==> config.mk <==
export PLATFORM = sky130hd
export DESIGN_NAME = linefeed_voltage_power_regs
export DESIGN_NICKNAME = d
export VERILOG_FILES = /design/src/linefeed_regs_pkg.sv /design/src/linefeed_voltage_power_regs.sv
export SDC_FILE = /design/constraint.sdc
export NUM_CORES = 1
export LEC_CHECK = 0
export ABC_AREA = 1
export BUFFER_PORTS_ARGS = -buffer_cell sky130_fd_sc_hd__buf_2
export CORE_MARGIN = 2
export CORE_UTILIZATION = 40
export DETAILED_ROUTE_END_ITERATION = 8
export GPL_ROUTABILITY_DRIVEN = 0
export PLACE_DENSITY = 0.66
export SLEW_MARGIN = 10
export SYNTH_ARGS = -nofsm -noshare
export SYNTH_HDL_FRONTEND = slang
export SYNTH_SLANG_ARGS = --single-unit
==> constraint.sdc <==
create_clock -name CORE_CLK -period 3.75 [get_ports CORE_CLK]
set_input_delay 0.5625 -clock CORE_CLK [delete_from_list [all_inputs] [get_ports CORE_CLK]]
set_output_delay 0.5625 -clock CORE_CLK [all_outputs]
set_load 0.05 [all_outputs]
==> src/linefeed_regs_pkg.sv <==
// Constants for the linefeed voltage and power monitor register bank.
// How it works
// Bit 6 picks on-hook polarity sign.
// Six-bit on-hook magnitude, 1.5 V steps, reset 48 V.
// Common-mode field sets tip or ring target.
// High battery target, reset -75 V, above low.
// Low battery target, reset -24 V.
// Pointer codes 0-5 pick transistors one-six.
// Readout continuously reports selected transistor power.
// Transistors three and four use fine scale.
// Manual differential follows on-hook magnitude field.
// Manual common mode follows common-mode field.
// Without tracking, battery never below low target; code caps it at the high target, so it falls below low when low exceeds high.
// Reserved bits read zero; readout ignores writes.
package linefeed_regs_pkg;

   // Register addresses on the control port.
   localparam logic [7:0] ADDR_ONHOOK   = 8'h48;
   localparam logic [7:0] ADDR_CMODE    = 8'h49;
   localparam logic [7:0] ADDR_HIGH_BAT = 8'h4A;
   localparam logic [7:0] ADDR_LOW_BAT  = 8'h4B;
   localparam logic [7:0] ADDR_MON_SEL  = 8'h4C;
   localparam logic [7:0] ADDR_READOUT  = 8'h4D;

   // Field positions and widths.
   localparam int POLARITY_BIT = 6;
   localparam int LEVEL_W      = 6;
   localparam int POINTER_W    = 3;
   localparam int POWER_W      = 8;

   // Reset values.
   localparam logic [6:0] RST_ONHOOK   = 7'h20;
   localparam logic [5:0] RST_CMODE    = 6'h02;
   localparam logic [5:0] RST_HIGH_BAT = 6'h32;
   localparam logic [5:0] RST_LOW_BAT  = 6'h10;
   localparam logic [2:0] RST_POINTER  = 3'h0;

   // Pointer codes for each transistor.
   localparam logic [2:0] SEL_Q1 = 3'h0;
   localparam logic [2:0] SEL_Q2 = 3'h1;
   localparam logic [2:0] SEL_Q3 = 3'h2;
   localparam logic [2:0] SEL_Q4 = 3'h3;
   localparam logic [2:0] SEL_Q5 = 3'h4;
   localparam logic [2:0] SEL_Q6 = 3'h5;

   // Readout shown for the two undefined pointer codes.
   localparam logic [7:0] UNDEF_READOUT = 8'h00;

endpackage

==> src/linefeed_voltage_power_regs.sv <==
// Linefeed voltage target registers and transistor power monitor.
`timescale 1ns/100ps
module linefeed_voltage_power_regs
(
   input  wire logic       CORE_CLK,
   input  wire logic       RSTN,
   input  wire logic [7:0] REG_ADDR,
   input  wire logic       REG_WR,
   input  wire logic [7:0] REG_WDATA,
   input  wire logic       REG_RD,
   output logic      [7:0] REG_RDATA,
   input  wire logic       MANUAL_DIFFERENTIAL_SELECT,
   input  wire logic       MANUAL_COMMON_MODE_SELECT,
   input  wire logic       TRACK_ENABLE,
   input  wire logic       AUTO_DIFF_SIGN,
   input  wire logic [5:0] AUTO_DIFF_MAG,
   input  wire logic [5:0] AUTO_CM_LEVEL,
   input  wire logic [5:0] BAT_REQUEST,
   input  wire logic [7:0] Q1_POWER,
   input  wire logic [7:0] Q2_POWER,
   input  wire logic [7:0] Q3_POWER,
   input  wire logic [7:0] Q4_POWER,
   input  wire logic [7:0] Q5_POWER,
   input  wire logic [7:0] Q6_POWER,
   output logic            DIFF_SIGN,
   output logic      [5:0] DIFF_MAG,
   output logic      [5:0] CM_LEVEL,
   output logic      [5:0] BAT_TARGET,
   output logic            READOUT_FINE
);

   // Software state: polarity plus magnitude, levels, and pointer.
   logic [6:0] onhook_ff;
   logic [6:0] nxt_onhook;
   logic [5:0] cmode_ff;
   logic [5:0] nxt_cmode;
   logic [5:0] high_bat_ff;
   logic [5:0] nxt_high_bat;
   logic [5:0] low_bat_ff;
   logic [5:0] nxt_low_bat;
   logic [2:0] pointer_ff;
   logic [2:0] nxt_pointer;

   // Readout and read data state.
   logic [7:0] readout_ff;
   logic [7:0] nxt_readout;
   logic       fine_ff;
   logic       nxt_fine;
   logic [7:0] rdata_ff;
   logic [7:0] nxt_rdata;

   // Line drive command state.
   logic       diff_sign_ff;
   logic       nxt_diff_sign;
   logic [5:0] diff_mag_ff;
   logic [5:0] nxt_diff_mag;
   logic [5:0] cm_level_ff;
   logic [5:0] nxt_cm_level;
   logic [5:0] bat_ff;
   logic [5:0] nxt_bat;
   logic [5:0] bat_floor;

   // Register writes; reserved bits are dropped so they read back as zero.
   always_comb
   begin
      nxt_onhook   = onhook_ff;
      nxt_cmode    = cmode_ff;
      nxt_high_bat = high_bat_ff;
      nxt_low_bat  = low_bat_ff;
      nxt_pointer  = pointer_ff;
      if (REG_WR)
      begin
         case (REG_ADDR)
            linefeed_regs_pkg::ADDR_ONHOOK:
               nxt_onhook = REG_WDATA[6:0];
            linefeed_regs_pkg::ADDR_CMODE:
               nxt_cmode = REG_WDATA[5:0];
            linefeed_regs_pkg::ADDR_HIGH_BAT:
               nxt_high_bat = REG_WDATA[5:0];
            linefeed_regs_pkg::ADDR_LOW_BAT:
               nxt_low_bat = REG_WDATA[5:0];
            linefeed_regs_pkg::ADDR_MON_SEL:
               nxt_pointer = REG_WDATA[2:0];
            default:
               nxt_pointer = pointer_ff;
         endcase
      end
   end

   always_ff @(posedge CORE_CLK or negedge RSTN)
   begin
      if (!RSTN)
      begin
         onhook_ff   <= linefeed_regs_pkg::RST_ONHOOK;
         cmode_ff    <= linefeed_regs_pkg::RST_CMODE;
         high_bat_ff <= linefeed_regs_pkg::RST_HIGH_BAT;
         low_bat_ff  <= linefeed_regs_pkg::RST_LOW_BAT;
         pointer_ff  <= linefeed_regs_pkg::RST_POINTER;
      end
      else
      begin
         onhook_ff   <= nxt_onhook;
         cmode_ff    <= nxt_cmode;
         high_bat_ff <= nxt_high_bat;
         low_bat_ff  <= nxt_low_bat;
         pointer_ff  <= nxt_pointer;
      end
   end

   // Power readout follows the pointer one cycle behind, so a read in the cycle
   // right after a pointer write sees the previous transistor. Undefined codes give a fixed value, not garbage.
   always_comb
   begin
      nxt_fine = 1'b0;
      case (pointer_ff)
         linefeed_regs_pkg::SEL_Q1: nxt_readout = Q1_POWER;
         linefeed_regs_pkg::SEL_Q2: nxt_readout = Q2_POWER;
         linefeed_regs_pkg::SEL_Q3:
         begin
            nxt_readout = Q3_POWER;
            nxt_fine    = 1'b1;
         end
         linefeed_regs_pkg::SEL_Q4:
         begin
            nxt_readout = Q4_POWER;
            nxt_fine    = 1'b1;
         end
         linefeed_regs_pkg::SEL_Q5: nxt_readout = Q5_POWER;
         linefeed_regs_pkg::SEL_Q6: nxt_readout = Q6_POWER;
         default: nxt_readout = linefeed_regs_pkg::UNDEF_READOUT;
      endcase
   end

   always_ff @(posedge CORE_CLK or negedge RSTN)
   begin
      if (!RSTN)
      begin
         readout_ff <= 8'h00;
         fine_ff    <= 1'b0;
      end
      else
      begin
         readout_ff <= nxt_readout;
         fine_ff    <= nxt_fine;
      end
   end

   // Read data is held until the next read; unmapped addresses give zero.
   always_comb
   begin
      nxt_rdata = rdata_ff;
      if (REG_RD)
      begin
         case (REG_ADDR)
            linefeed_regs_pkg::ADDR_ONHOOK:   nxt_rdata = {1'b0, onhook_ff};
            linefeed_regs_pkg::ADDR_CMODE:    nxt_rdata = {2'h0, cmode_ff};
            linefeed_regs_pkg::ADDR_HIGH_BAT: nxt_rdata = {2'h0, high_bat_ff};
            linefeed_regs_pkg::ADDR_LOW_BAT:  nxt_rdata = {2'h0, low_bat_ff};
            linefeed_regs_pkg::ADDR_MON_SEL:  nxt_rdata = {5'h00, pointer_ff};
            linefeed_regs_pkg::ADDR_READOUT:  nxt_rdata = readout_ff;
            default:                          nxt_rdata = 8'h00;
         endcase
      end
   end

   always_ff @(posedge CORE_CLK or negedge RSTN)
   begin
      if (!RSTN)
         rdata_ff <= 8'h00;
      else
         rdata_ff <= nxt_rdata;
   end

   // Battery floor: a larger code is a more negative voltage. The high
   // target caps the result too, which also keeps a misprogrammed low
   // target from pushing the converter beyond the high setting.
   always_comb
   begin
      if (!TRACK_ENABLE && (BAT_REQUEST < low_bat_ff))
         bat_floor = low_bat_ff;
      else
         bat_floor = BAT_REQUEST;
      if (bat_floor > high_bat_ff)
         nxt_bat = high_bat_ff;
      else
         nxt_bat = bat_floor;
   end

   // Manual selects override the automatic loop with the software levels.
   always_comb
   begin
      if (MANUAL_DIFFERENTIAL_SELECT)
      begin
         nxt_diff_sign = onhook_ff[linefeed_regs_pkg::POLARITY_BIT];
         nxt_diff_mag  = onhook_ff[5:0];
      end
      else
      begin
         nxt_diff_sign = AUTO_DIFF_SIGN;
         nxt_diff_mag  = AUTO_DIFF_MAG;
      end
      if (MANUAL_COMMON_MODE_SELECT)
         nxt_cm_level = cmode_ff;
      else
         nxt_cm_level = AUTO_CM_LEVEL;
   end

   always_ff @(posedge CORE_CLK or negedge RSTN)
   begin
      if (!RSTN)
      begin
         diff_sign_ff <= 1'b0;
         diff_mag_ff  <= 6'h00;
         cm_level_ff  <= 6'h00;
         bat_ff       <= 6'h00;
      end
      else
      begin
         diff_sign_ff <= nxt_diff_sign;
         diff_mag_ff  <= nxt_diff_mag;
         cm_level_ff  <= nxt_cm_level;
         bat_ff       <= nxt_bat;
      end
   end

   // Every output comes straight from a flip-flop.
   assign REG_RDATA    = rdata_ff;
   assign DIFF_SIGN    = diff_sign_ff;
   assign DIFF_MAG     = diff_mag_ff;
   assign CM_LEVEL     = cm_level_ff;
   assign BAT_TARGET   = bat_ff;
   assign READOUT_FINE = fine_ff;

   // Checks that tie outputs back to their causes.
   property p_polarity_write;
      @(posedge CORE_CLK) disable iff (!RSTN)
      (REG_WR && REG_ADDR == linefeed_regs_pkg::ADDR_ONHOOK)
         |=> (onhook_ff[6] == $past(REG_WDATA[6]));
   endproperty
   a_polarity_write: assert property (p_polarity_write)
      else $error("Polarity bit did not take the written value.");

   property p_manual_diff;
      @(posedge CORE_CLK) disable iff (!RSTN)
      MANUAL_DIFFERENTIAL_SELECT
         |=> (DIFF_MAG == $past(onhook_ff[5:0])
              && DIFF_SIGN == $past(onhook_ff[6]));
   endproperty
   a_manual_diff: assert property (p_manual_diff)
      else $error("Manual differential does not follow on-hook field.");

   property p_manual_cm;
      @(posedge CORE_CLK) disable iff (!RSTN)
      MANUAL_COMMON_MODE_SELECT |=> (CM_LEVEL == $past(cmode_ff));
   endproperty
   a_manual_cm: assert property (p_manual_cm)
      else $error("Manual common mode does not follow common-mode field.");

   property p_bat_floor;
      @(posedge CORE_CLK) disable iff (!RSTN)
      (!TRACK_ENABLE && low_bat_ff <= high_bat_ff)
         |=> (BAT_TARGET >= $past(low_bat_ff));
   endproperty
   a_bat_floor: assert property (p_bat_floor)
      else $error("Battery target fell below the low battery setting.");

   property p_bat_cap;
      @(posedge CORE_CLK) disable iff (!RSTN)
      1'b1 |=> (BAT_TARGET <= $past(high_bat_ff));
   endproperty
   a_bat_cap: assert property (p_bat_cap)
      else $error("Battery target exceeded the high battery setting.");

   property p_readout_q1;
      @(posedge CORE_CLK) disable iff (!RSTN)
      (pointer_ff == linefeed_regs_pkg::SEL_Q1)
         |=> (readout_ff == $past(Q1_POWER));
   endproperty
   a_readout_q1: assert property (p_readout_q1)
      else $error("Readout does not follow transistor one power.");

   property p_fine_scale;
      @(posedge CORE_CLK) disable iff (!RSTN)
      (pointer_ff == linefeed_regs_pkg::SEL_Q3 ||
       pointer_ff == linefeed_regs_pkg::SEL_Q4) |=> READOUT_FINE;
   endproperty
   a_fine_scale: assert property (p_fine_scale)
      else $error("Fine scale flag missing for transistor three or four.");

   property p_undefined_ptr;
      @(posedge CORE_CLK) disable iff (!RSTN)
      (pointer_ff > linefeed_regs_pkg::SEL_Q6)
         |=> (readout_ff == 8'h00 && !READOUT_FINE);
   endproperty
   a_undefined_ptr: assert property (p_undefined_ptr)
      else $error("Undefined pointer code gave a nonzero readout.");

   property p_reserved_zero;
      @(posedge CORE_CLK) disable iff (!RSTN)
      (REG_RD && REG_ADDR == linefeed_regs_pkg::ADDR_CMODE)
         |=> (REG_RDATA[7:6] == 2'h0 && REG_RDATA[5:0] == $past(cmode_ff));
   endproperty
   a_reserved_zero: assert property (p_reserved_zero)
      else $error("Reserved bits of common mode read nonzero.");

   property p_lowbat_write;
      @(posedge CORE_CLK) disable iff (!RSTN)
      (REG_WR && REG_ADDR == linefeed_regs_pkg::ADDR_LOW_BAT)
         |=> (low_bat_ff == $past(REG_WDATA[5:0]));
   endproperty
   a_lowbat_write: assert property (p_lowbat_write)
      else $error("Low battery field did not take the written value.");

endmodule

Word level (Yosys, flattened, before mapping):

Index checks and enable logic that the tools add are counted.

* bits in registers: 64
* logic and storage cells: 42
* input bits: 90

* mux-type cells: 8
* reduce and logical (&&, ||, !) cells: 9
* equality and inequality tests: 11
* $lt $le $gt $ge: 2

Operators by type and width (count)
* 8-bit one-hot mux with 6 select lines: 2
* 8-bit by 7-bit equality test with 1-bit output (second input constant): 6
* 6-bit two-way mux: 4
* 2-bit AND reduction: 5
* 3-bit by 2-bit equality test with 1-bit output (second input constant): 2
* 3-bit equality test (second input constant): 2
* 6-bit > comparator: 1
* 6-bit < comparator: 1
* 3-bit by 1-bit equality test with 1-bit output (second input constant): 1
* 3-bit zero test: 1
* 1-bit two-way mux: 2
* 2-bit OR reduction: 1
* 1-bit logical AND: 1
* 1-bit zero test: 1

Depth between registers and ports, before layout:

Gate-level depths: netlist of run 1.

* depth after elaboration: 5
* depth in mapped cells: 17
* gate-level depth less buffers: 17

Least setup slack after synthesis of run 1:

Ideal clock, no wire load.

* kind: input port to flip-flop
* start: input port BAT_REQUEST[3]
* end: register bat_ff[0], in the netlist BAT_TARGET[0]
* stages: 15
* path slack: 1110 ps
* arrival time: 2522 ps
* data required time: 3632 ps
* buffers on the path: 0
* cells stage by stage: ha_1 -> a21oi_1 -> nor2_1 -> nor2_1 -> nand3_1 -> and2_1 -> ha_1 -> inv_1 -> nor2_1 -> o21ai_0 -> nand3_1 -> nand2_1 -> inv_1 -> nand2_1 -> nand2_1

* cells in the longest elaborated chain, start to end: 5

Ends and longest elaborated chain
* start: declaration: RTL line linefeed_voltage_power_regs.sv:18 `input wire logic [5:0] BAT_REQUEST,`
* 6-bit < comparator: RTL line linefeed_voltage_power_regs.sv:179 `if (!TRACK_ENABLE && (BAT_REQUEST < low_bat_ff))`
* 1-bit logical AND: RTL line linefeed_voltage_power_regs.sv:179
* 6-bit two-way mux *: RTL line linefeed_voltage_power_regs.sv:179
* 6-bit > comparator: RTL line linefeed_voltage_power_regs.sv:183 `if (bat_floor > high_bat_ff)`
* 6-bit two-way mux *: RTL line linefeed_voltage_power_regs.sv:183
* named net nxt_bat[0]: RTL line linefeed_voltage_power_regs.sv:60 `logic [5:0] nxt_bat;`
* end signal: assignment: RTL line linefeed_voltage_power_regs.sv:222 `bat_ff <= nxt_bat;`
* end: declaration: RTL line linefeed_voltage_power_regs.sv:59 `logic [5:0] bat_ff;`

Mark *: on every way through the listed nets, which the timed path passes. The rest lies on a longest branch.
A chain may end at the register's enable or synchronous reset.

Worst setup path after layout of run 1:

* start: register low_bat_ff[4]
* end: register bat_ff[3], in the netlist BAT_TARGET[3]

* cells in the longest elaborated chain, start to end: 5

Ends and longest elaborated chain
* start: declaration: RTL line linefeed_voltage_power_regs.sv:39 `logic [5:0] low_bat_ff;`
* start signal: assignment: RTL line linefeed_voltage_power_regs.sv:97 `low_bat_ff <= linefeed_regs_pkg::RST_LOW_BAT;`
* start signal: assignment: RTL line linefeed_voltage_power_regs.sv:105 `low_bat_ff <= nxt_low_bat;`
* 6-bit < comparator: RTL line linefeed_voltage_power_regs.sv:179
* 1-bit logical AND: RTL line linefeed_voltage_power_regs.sv:179
* 6-bit two-way mux *: RTL line linefeed_voltage_power_regs.sv:179
* 6-bit > comparator: RTL line linefeed_voltage_power_regs.sv:183
* 6-bit two-way mux *: RTL line linefeed_voltage_power_regs.sv:183
* named net nxt_bat[3]: RTL line linefeed_voltage_power_regs.sv:60

Marked as above.

==> results of run 1 <==
[metal layers]
| layer | global-route usage | wire, um | vias to the layer above | share of wire |
|---|---|---|---|---|
| li1 | - | - | 1684 | - |
| met1 | 0.253 | 3940 | 1483 | 0.44 |
| met2 | 0.323 | 4240 | 120 | 0.48 |
| met3 | 0.0387 | 573 | 12 | 0.064 |
| met4 | 0.0632 | 138 | 0 | 0.016 |
| met5 | 0 | 0 | - | 0 |
[where the power goes]
group	switching, uW	internal (uW)	leakage, uW	total [uW]
Clock	248	342	0.000103	589
Sequential	25.6	750	0.000708	775
Combinational	254	108	0.00155	362
[cell families (layout without fill, tap and decap cells)]
logic type / after synthesis / in the layout / synth area share
fa+ha+maj: 11 / 11 / 0.0387
buf+inv: 67 / 188 / 0.0817
compound gates: 76 / 76 / 0.117
simple gates: 228 / 228 / 0.310
flops: 64 / 64 / 0.453
[final cells by class]
cell class	instances	area (um2)
Tap cell	108	135
Multi-Input combinational cell	315	1650
Timing Repair Buffer	117	588
Fill cell	862	4290
Sequential cell	64	1610
Clock inverter	3	40.0
Clock buffer	13	159
Inverter	55	206
[sequential cells by signal, indices dropped and copies added, names as in the netlist]
register and cells:
BAT_TARGET 6, CM_LEVEL 6, DIFF_MAG 6, DIFF_SIGN 1, READOUT_FINE 1, REG_RDATA 8
cmode_ff 6, high_bat_ff 6, low_bat_ff 6, onhook_ff 7, pointer_ff 3, readout_ff 8
[metrics by stage]
step           std cells  worst slack (ns)
4_1_cts              675             0.881
5_1_grt              675             0.557
3_5_place_dp         659             0.729
2_1_floorplan        446              1.11
6_report             675             0.864
3_3_place_gp         659             0.766
[cells in the final DEF (no fill, tap or decap), drive strengths merged]
| master | count |
|---|---|
| a22oi | 5 |
| nand2 | 112 |
| o21bai | 1 |
| inv | 54 |
| clkinv | 3 |
| dfrtp | 58 |
| o21ai | 45 |
| ha | 11 |
| nand4 | 3 |
| bufinv | 1 |
| clkbuf | 13 |
| a21oi | 24 |
| and3 | 1 |
| and2 | 5 |
| nand3 | 62 |
| dfstp | 6 |
| a21boi | 1 |
| nor3 | 4 |
| nor2 | 41 |
| buf | 117 |
[worst max-delay path, delay by kind of cell (launching register included)]
family	cells	cell delay, ns
buf+inv	2	0.27
simple gates	11	1.38
compound gates	1	0.10
fa+ha+maj	2	0.56
flops	1	0.53
[worst paths after layout]
| path | cells after the start | to | slack (ns) |
|---|---|---|---|
| worst max-delay path | 16 | BAT_TARGET[3] | 0.86 |
| min in group CORE_CLK | 3 | onhook_ff[6] | 0.43 |
| worst min register to register | 2 | REG_RDATA[5] | 0.48 |
| max in group asynchronous | 2 | cmode_ff[1] | 2.52 |
| worst max register to register | 16 | BAT_TARGET[3] | 0.86 |
| worst min-delay path | 1 | DIFF_MAG[3] | 0.33 |
==> flow_summary.toml, run 1 <==
[status]
status = "finished clean"

[pwr]
power_density_nw_per_um2 = 393
p_leak_uw = 0.00236
max-vdd-ir-drop_mv = 0.154
total_power_uw = 1730

[clock_tree]
ctsResizeCount = 0
clk_pin_slew_ns = 0.07
cts_setup_buffers = 0
cts_tree = "done"
hold_buffers = 0
cts_buffers = 9
clk_latency_ns = 0.34
htree_levels = 3
cts.sinks = 64
clockBufferDepth = 2
cts-root-buf = "clkbuf_8"

[yosys]
synth_top_area_cell = "dfrtp_1"
synth_edf_count = 0
ys.flop_type = "dfrtp_1"
ys_warn_count = 0
seq_area_frac_synth = 0.453
yosysMostFrequentCell = "nand2_1"
async_flop_share = 1.00
yosys-top-cells-area = "dfrtp_1 41%, nand2_1 11%, nand3_1 8.7%"
synthCells = 446
synth_common_cells = "101 x nand2_1, 62 x nand3_1, 58 x dfrtp_1"
ys_types = 32
syn_area_per_cell_um2 = 7.97
synth_top_area_frac = 0.408
synth_nets = 547
synthesis.area_um2 = 3550
synth_seq_cells = 64

[die]
die_area_um2 = 9650
initial_core_util = 0.409
die-width_um = 98.3
die_h_um = 98.3
fp.coreArea_um2 = 8680
boundaryPins = 118
rows = 34

[global_route]
grt_pass1_vias = 3149
overflow = 0
grt_use_total = 0.193
grt_pass1_wl_um = 14800
grt_antenna_before_repair = 0
grt_max_degree = 41

[drt]
ant_nets = 0
wl_per_cell_um = 13.2
drtIter0Drc = 154
post_drt_via_cell_ratio = 4.89
totalWireLength_um = 8900
drt-pass1-iter-count = 5
vias = 3299
drc = 0

[sta]
setup-tns-final_ns = 0
worst_pin_slew_ns = 0.854
setup_violations = 0
max_slew_margin = 0.431
slew_viol_final = 0
rsz0062_at_grt = "no"
hold_ws_ns = 0.325
max_freq_ghz = 0.346
final.period_utilization = 0.770
period_minus_slack_ns = 2.89
skew_ns = 0.00980
hold_viol = 0

[cells_and_area]
antenna_cells = 0
drive_gt1_frac = 0.298
utilization = 0.506
layout.nets = 663
syn2layout_area_growth_pct = 23.6
post-route-cell-area_um2 = 4390

[place]
dpl_cell_area_um2 = 4190
io_buffer_count = 116
post-dp-hpwl_um = 7160

[critical_path]
path_class = "reg2reg"
crit_chain = "inv_1, ha_1, nand2_1, nor2_1, nor2_1, nand3_1, and2_1, ha_1, nand2_1, nor2_1, o21ai_0, nand3_1, nand2_1, inv_1, nand2_1, nand2_1"
crit_path_start_kind = "register"
path_max_fanout = 7
crit_top_cell = "nand2_1"
cpPeakStageDelay_ns = 0.53
worstPathArrival_ns = 3.16
required_ns = 4.02
cp-end-kind = "register"
cpMaxStageDelayCell = "dfstp_2"
worstReg2RegStart = "low_bat_ff[4]"
startpoint = "low_bat_ff[4]"

[flow_run]
maxCapViolCount = 0

[hold_path]
holdCritPathClass = "in2async"
(Power assumes the default switching activity.)
==> inputs of run 2 (changes only) <==
==> constraint.sdc (replaced) <==
create_clock -name CORE_CLK -period 2.9 [get_ports CORE_CLK]
set_input_delay 0.435 -clock CORE_CLK [delete_from_list [all_inputs] [get_ports CORE_CLK]]
set_output_delay 0.435 -clock CORE_CLK [all_outputs]
set_load 0.05 [all_outputs]
==> flow_summary.toml, run 2 (synthesis results as in run 1) <==
[status]
status = "finished clean"

[die]
boundaryPins = 118
die-width_um = 98.3
die_area_um2 = 9650
initial_core_util = 0.409
die_h_um = 98.3
fp.coreArea_um2 = 8680
rows = 34

[global_route]
grt_use_total = 0.199
overflow = 0
grt_max_degree = 34
grt_antenna_before_repair = 0
grt_pass1_vias = 3260
grt_pass1_wl_um = 15300

[place]
post-dp-hpwl_um = 7200
pre_cts_ws_ns = 0.142
dpl_cell_area_um2 = 4210
io_buffer_count = 116

[drt]
totalWireLength_um = 9110
drc = 0
drtIter0Drc = 152
vias = 3325
post_drt_via_cell_ratio = 4.92
ant_nets = 0
wl_per_cell_um = 13.5
drt-pass1-iter-count = 4

[sta]
hold_viol = 0
slew_viol_final = 0
max_slew_margin = 0.514
skew_ns = 0.00843
rsz0062_at_grt = "no"
setup_violations = 0
worst_pin_slew_ns = 0.729
final.period_utilization = 0.906
setup-tns-final_ns = 0
hold_ws_ns = 0.140
period_minus_slack_ns = 2.63
max_freq_ghz = 0.380
finalWorstSetupSlack_ns = 0.271

[critical_path]
r2r_end = "BAT_TARGET[4]"
worstReg2RegStart = "low_bat_ff[4]"
startpoint = "low_bat_ff[4]"
r2r_slack_ns = 0.27
path_max_fanout = 7
critPathTopFamily = "simple AND/OR/NAND/NOR gates"
crit_top_cell = "nand2_1"
required_ns = 3.12
cpMaxStageDelayCell = "dfstp_2"
cp-end-kind = "register"
crit_cells = 17
cpPeakStageDelay_ns = 0.53
path_class = "reg2reg"
worstPathArrival_ns = 2.85
endpoint = "BAT_TARGET[4]"
crit_chain = "inv_1, ha_1, nand2_1, nor2_1, nor2_1, buf_4, nand2_4, nand2_1, and2_1, ha_1, nand2_1, nor2_2, o21ai_1, nand3_1, nand2_4, nand3_1, nand2_1"
crit_path_start_kind = "register"
reg2regPathDepth = 17
crit_buf_inv = 2

[pwr]
p_leak_uw = 0.00237
total_power_uw = 2250
power_density_nw_per_um2 = 508
max-vdd-ir-drop_mv = 0.204

[cells_and_area]
regArea_um2 = 1610
fillers = 867
syn2layout_area_growth_pct = 24.6
post-route-cell-area_um2 = 4430
multi_input_area_um2 = 1670
antenna_cells = 0
layout.nets = 664
layout_common_cells = "116 x buf_2, 100 x nand2_1, 62 x nand3_1, 58 x dfrtp_1, 50 x inv_1"
final_common_cell = "buf_2"
drive_gt1_frac = 0.305

[clock_tree]
htree_levels = 3
clockBufferDepth = 2
cts-root-buf = "clkbuf_8"
cts_buffers = 9
clk_latency_ns = 0.34
cts.sinks = 64
cts_tree = "done"
cts_setup_buffers = 0
clk_pin_slew_ns = 0.07

[hold_path]
holdCritPathClass = "in2async"

[flow_run]
maxCapViolCount = 0
-- run 2: worst min path at each step --
stage                       startpoint       endpoint  depth (start not counted)
final                             RSTN    DIFF_MAG[3]                          1
after global routing              RSTN    DIFF_MAG[3]                          1
after CTS                         RSTN    DIFF_MAG[3]                          1
after detailed placement  REG_RDATA[5]   REG_RDATA[5]                          2
after global placement    REG_RDATA[2]   REG_RDATA[2]                          2
after floorplan                   RSTN  BAT_TARGET[0]                          0
-- run 2: cell type report --
class / instances / area share
Timing Repair Buffer: 118 / 0.137
Inverter: 55 / 0.0472
Clock inverter: 3 / 0.00904
Tap cell: 108 / 0.0305
Multi-Input combinational cell: 315 / 0.377
Sequential cell: 64 / 0.363
Clock buffer: 13 / 0.0359
-- run 2: metal layers --
metal  GRT usage  vias up  part of all wire
met5           0        -                 0
met4      0.0832        0             0.024
met3      0.0336       17             0.075
met2       0.337      137              0.47
met1       0.253     1483              0.43
li1            -     1688                 -
-- run 2: what timing repair did --
item / CTS / global route
resized for setup: 0 / 7
setup endpoints to repair: 0 / 6
hold buffers: 0 / 0
-- run 2: through the flow --
| step | cells | util |
|---|---|---|
| after floorplan | 446 | - |
| after global placement | 660 | 0.485 |
| final | 676 | 0.510 |
| after global routing | 676 | 0.510 |
| after CTS | 676 | 0.508 |
| after detailed placement | 660 | 0.485 |
-- run 2: power by group --
part	switching, uW	internal [uW]	leakage, uW
Clock	322	442	0.000103
Sequential	32.4	969	0.000708
Combinational	337	147	0.00156
Total	692	1560	0.00237
==> inputs of run 3 (changes only) <==
--- a/config.mk
+++ b/config.mk
@@ -5,7 +5,6 @@
 export SDC_FILE = /design/constraint.sdc
 export NUM_CORES = 1
 export LEC_CHECK = 0
-export ABC_AREA = 1
 export BUFFER_PORTS_ARGS = -buffer_cell sky130_fd_sc_hd__buf_2
 export CORE_MARGIN = 2
 export CORE_UTILIZATION = 40
==> flow_summary.toml, run 3 <==
[pwr]
p_leak_uw = 0.00223
total_power_uw = 2340
power_switching_uw = 688
max-vdd-ir-drop_mv = 0.254
p_clk_frac = 0.364
p_int_uw = 1650
p_comb_frac = 0.213
p_sw_frac = 0.294
power_density_nw_per_um2 = 488
pwr-share-seq = 0.423

[die]
rows = 34
die_h_um = 98.9
die-width_um = 98.9
boundaryPins = 118
initial_core_util = 0.413
fp.coreArea_um2 = 8720
die_area_um2 = 9770

[sta]
setup_violations = 0
worst_pin_slew_ns = 0.894
final.period_utilization = 0.972
hold_ws_ns = 0.0297
hold_viol = 0
skew_ns = 0.00753
max_slew_margin = 0.404
rsz0062_at_grt = "no"
slew_viol_final = 0
max_freq_ghz = 0.355
period_minus_slack_ns = 2.82

[yosys]
ys.flop_type = "dfrtp_1"
synth_seq_cells = 64
yosysMostFrequentCell = "dfrtp_1"
synthCells = 319
synth_top_area_cell = "dfrtp_1"
synth_nets = 420
yosys-top-cells-area = "dfrtp_1 40%, mux2_2 13%, dfstp_2 4.4%"
syn_area_per_cell_um2 = 11.3
synth_edf_count = 0
synth_common_cells = "58 x dfrtp_1, 42 x mux2_2, 20 x inv_1"
synthesis.area_um2 = 3600
ys_types = 47
seq_area_frac_synth = 0.447
async_flop_share = 1.00
ys_warn_count = 0
synth_top_area_frac = 0.403

[drt]
drc = 0
ant_nets = 0
wl_per_cell_um = 16.4
drt-pass1-iter-count = 4
drtIter0Drc = 136
post_drt_via_cell_ratio = 5.41
totalWireLength_um = 9220
vias = 3038

[critical_path]
r2r_slack_ns = 0.08
endpoint = "BAT_TARGET[3]"
crit_chain = "inv_2, ha_4, a211o_4, a21oi_4, o211ai_1, nand2_1, ha_4, buf_6, a41o_1, a21oi_2, buf_6, a211oi_1, a31oi_1"
startpoint = "low_bat_ff[4]"
path_max_fanout = 7
cpMaxStageDelayCell = "dfstp_2"
required_ns = 3.14
path_class = "reg2reg"
reg2regPathDepth = 13
cpPeakStageDelay_ns = 0.55
crit_path_start_kind = "register"
worstReg2RegStart = "low_bat_ff[4]"
r2r_end = "BAT_TARGET[3]"
worstPathArrival_ns = 3.06
cp-end-kind = "register"

[cells_and_area]
drive_gt1_frac = 0.524
layout.nets = 550
regArea_um2 = 1610
final_cells = 562
fillers = 760
multi_input_area_um2 = 2020
antenna_cells = 0
layout_common_cells = "116 x buf_2, 58 x dfrtp_1, 42 x mux2_2, 19 x inv_1, 17 x buf_4"
syn2layout_area_growth_pct = 33.0
final_common_cell = "buf_2"

[clock_tree]
cts.sinks = 64
cts-root-buf = "clkbuf_8"
clk_latency_ns = 0.35
htree_levels = 3
cts_buffers = 9
clk_pin_slew_ns = 0.08
cts_setup_buffers = 0
cts_tree = "done"
clockBufferDepth = 2

[global_route]
grt_antenna_before_repair = 0
overflow = 0
grt_max_degree = 26
grt_pass1_wl_um = 15100
grt_use_total = 0.195
grt_pass1_vias = 3116

[hold_path]
holdCritPathClass = "in2async"

[place]
post-dp-hpwl_um = 6950
place_inst = 546
io_buffer_count = 116

[status]
status = "finished clean"

[flow_run]
maxCapViolCount = 0
## run 3: how the worst min path moves through the flow
stage / end / slack [ns] / depth (start not counted)
after floorplan: BAT_TARGET[0] / 0.14 / 0
after global placement: READOUT_FINE / 0.41 / 1
after detailed placement: READOUT_FINE / 0.41 / 1
after CTS: DIFF_MAG[2] / 0.04 / 1
after global routing: DIFF_MAG[1] / 0.05 / 1
final: DIFF_MAG[2] / 0.03 / 1
## run 3: power by group through the flow
stage | clock (uW) | sequential (uW) | combinational (uW)
CTS | 867 | 989 | 471
finish | 850 | 988 | 499
floorplan | 0 | 1070 | 207
global route | 919 | 995 | 542
detailed placement | 0 | 1000 | 457
global placement | 0 | 1000 | 446
## run 3: layout make-up
class / count / share of cell area
clock buffers: 9 / 0.0259
multi-input cells: 219 / 0.421
well taps: 108 / 0.0282
clock inverters: 7 / 0.0201
repair buffers: 135 / 0.153
inverters: 20 / 0.0157
flip-flops and latches: 64 / 0.336
## run 3: timing repair
item	4_1_cts	5_1_grt
endpoints found under the setup margin	6	6
hold buffers	0	0
resized for setup	14	18
pin swaps	5	7
## run 3: per-stage QoR
| step | instance area (um2) | utilization | setup WS [ns] | TNS, ns |
|---|---|---|---|---|
| floorplan | 3610 | - | 0.00108 | 0 |
| global placement | 4400 | 0.504 | -0.233 | -1.01 |
| detailed placement | 4400 | 0.504 | -0.307 | -1.48 |
| CTS | 4670 | 0.536 | 0.0000107 | 0 |
| global route | 4790 | 0.549 | 0.00105 | 0 |
| finish | 4790 | 0.549 | 0.0805 | 0 |
## run 3: kinds of logic after synthesis
family                     share of synthesized area
AOI/OAI and AO/OA                              0.157
adders and majority gates                     0.0382
buffers and inverters                         0.0403
DFF                                            0.447
muxes                                          0.225
and+or+nand+nor                               0.0928
## run 3: worst max-delay path: cells and delay by family (launching register included)
kind                       cells  cell delay, ns
DFF                            1            0.55
and+or+nand+nor                1            0.13
AOI/OAI and AO/OA              7            1.34
adders and majority gates      2            0.36
buffers and inverters          3            0.31
## run 3: per-layer routing
metal	vias up	track usage	wire length, um
li1	1468	-	-
met1	1461	0.269	4250
met2	98	0.306	4320
met3	11	0.0355	512
met4	0	0.0748	140
met5	-	0	0
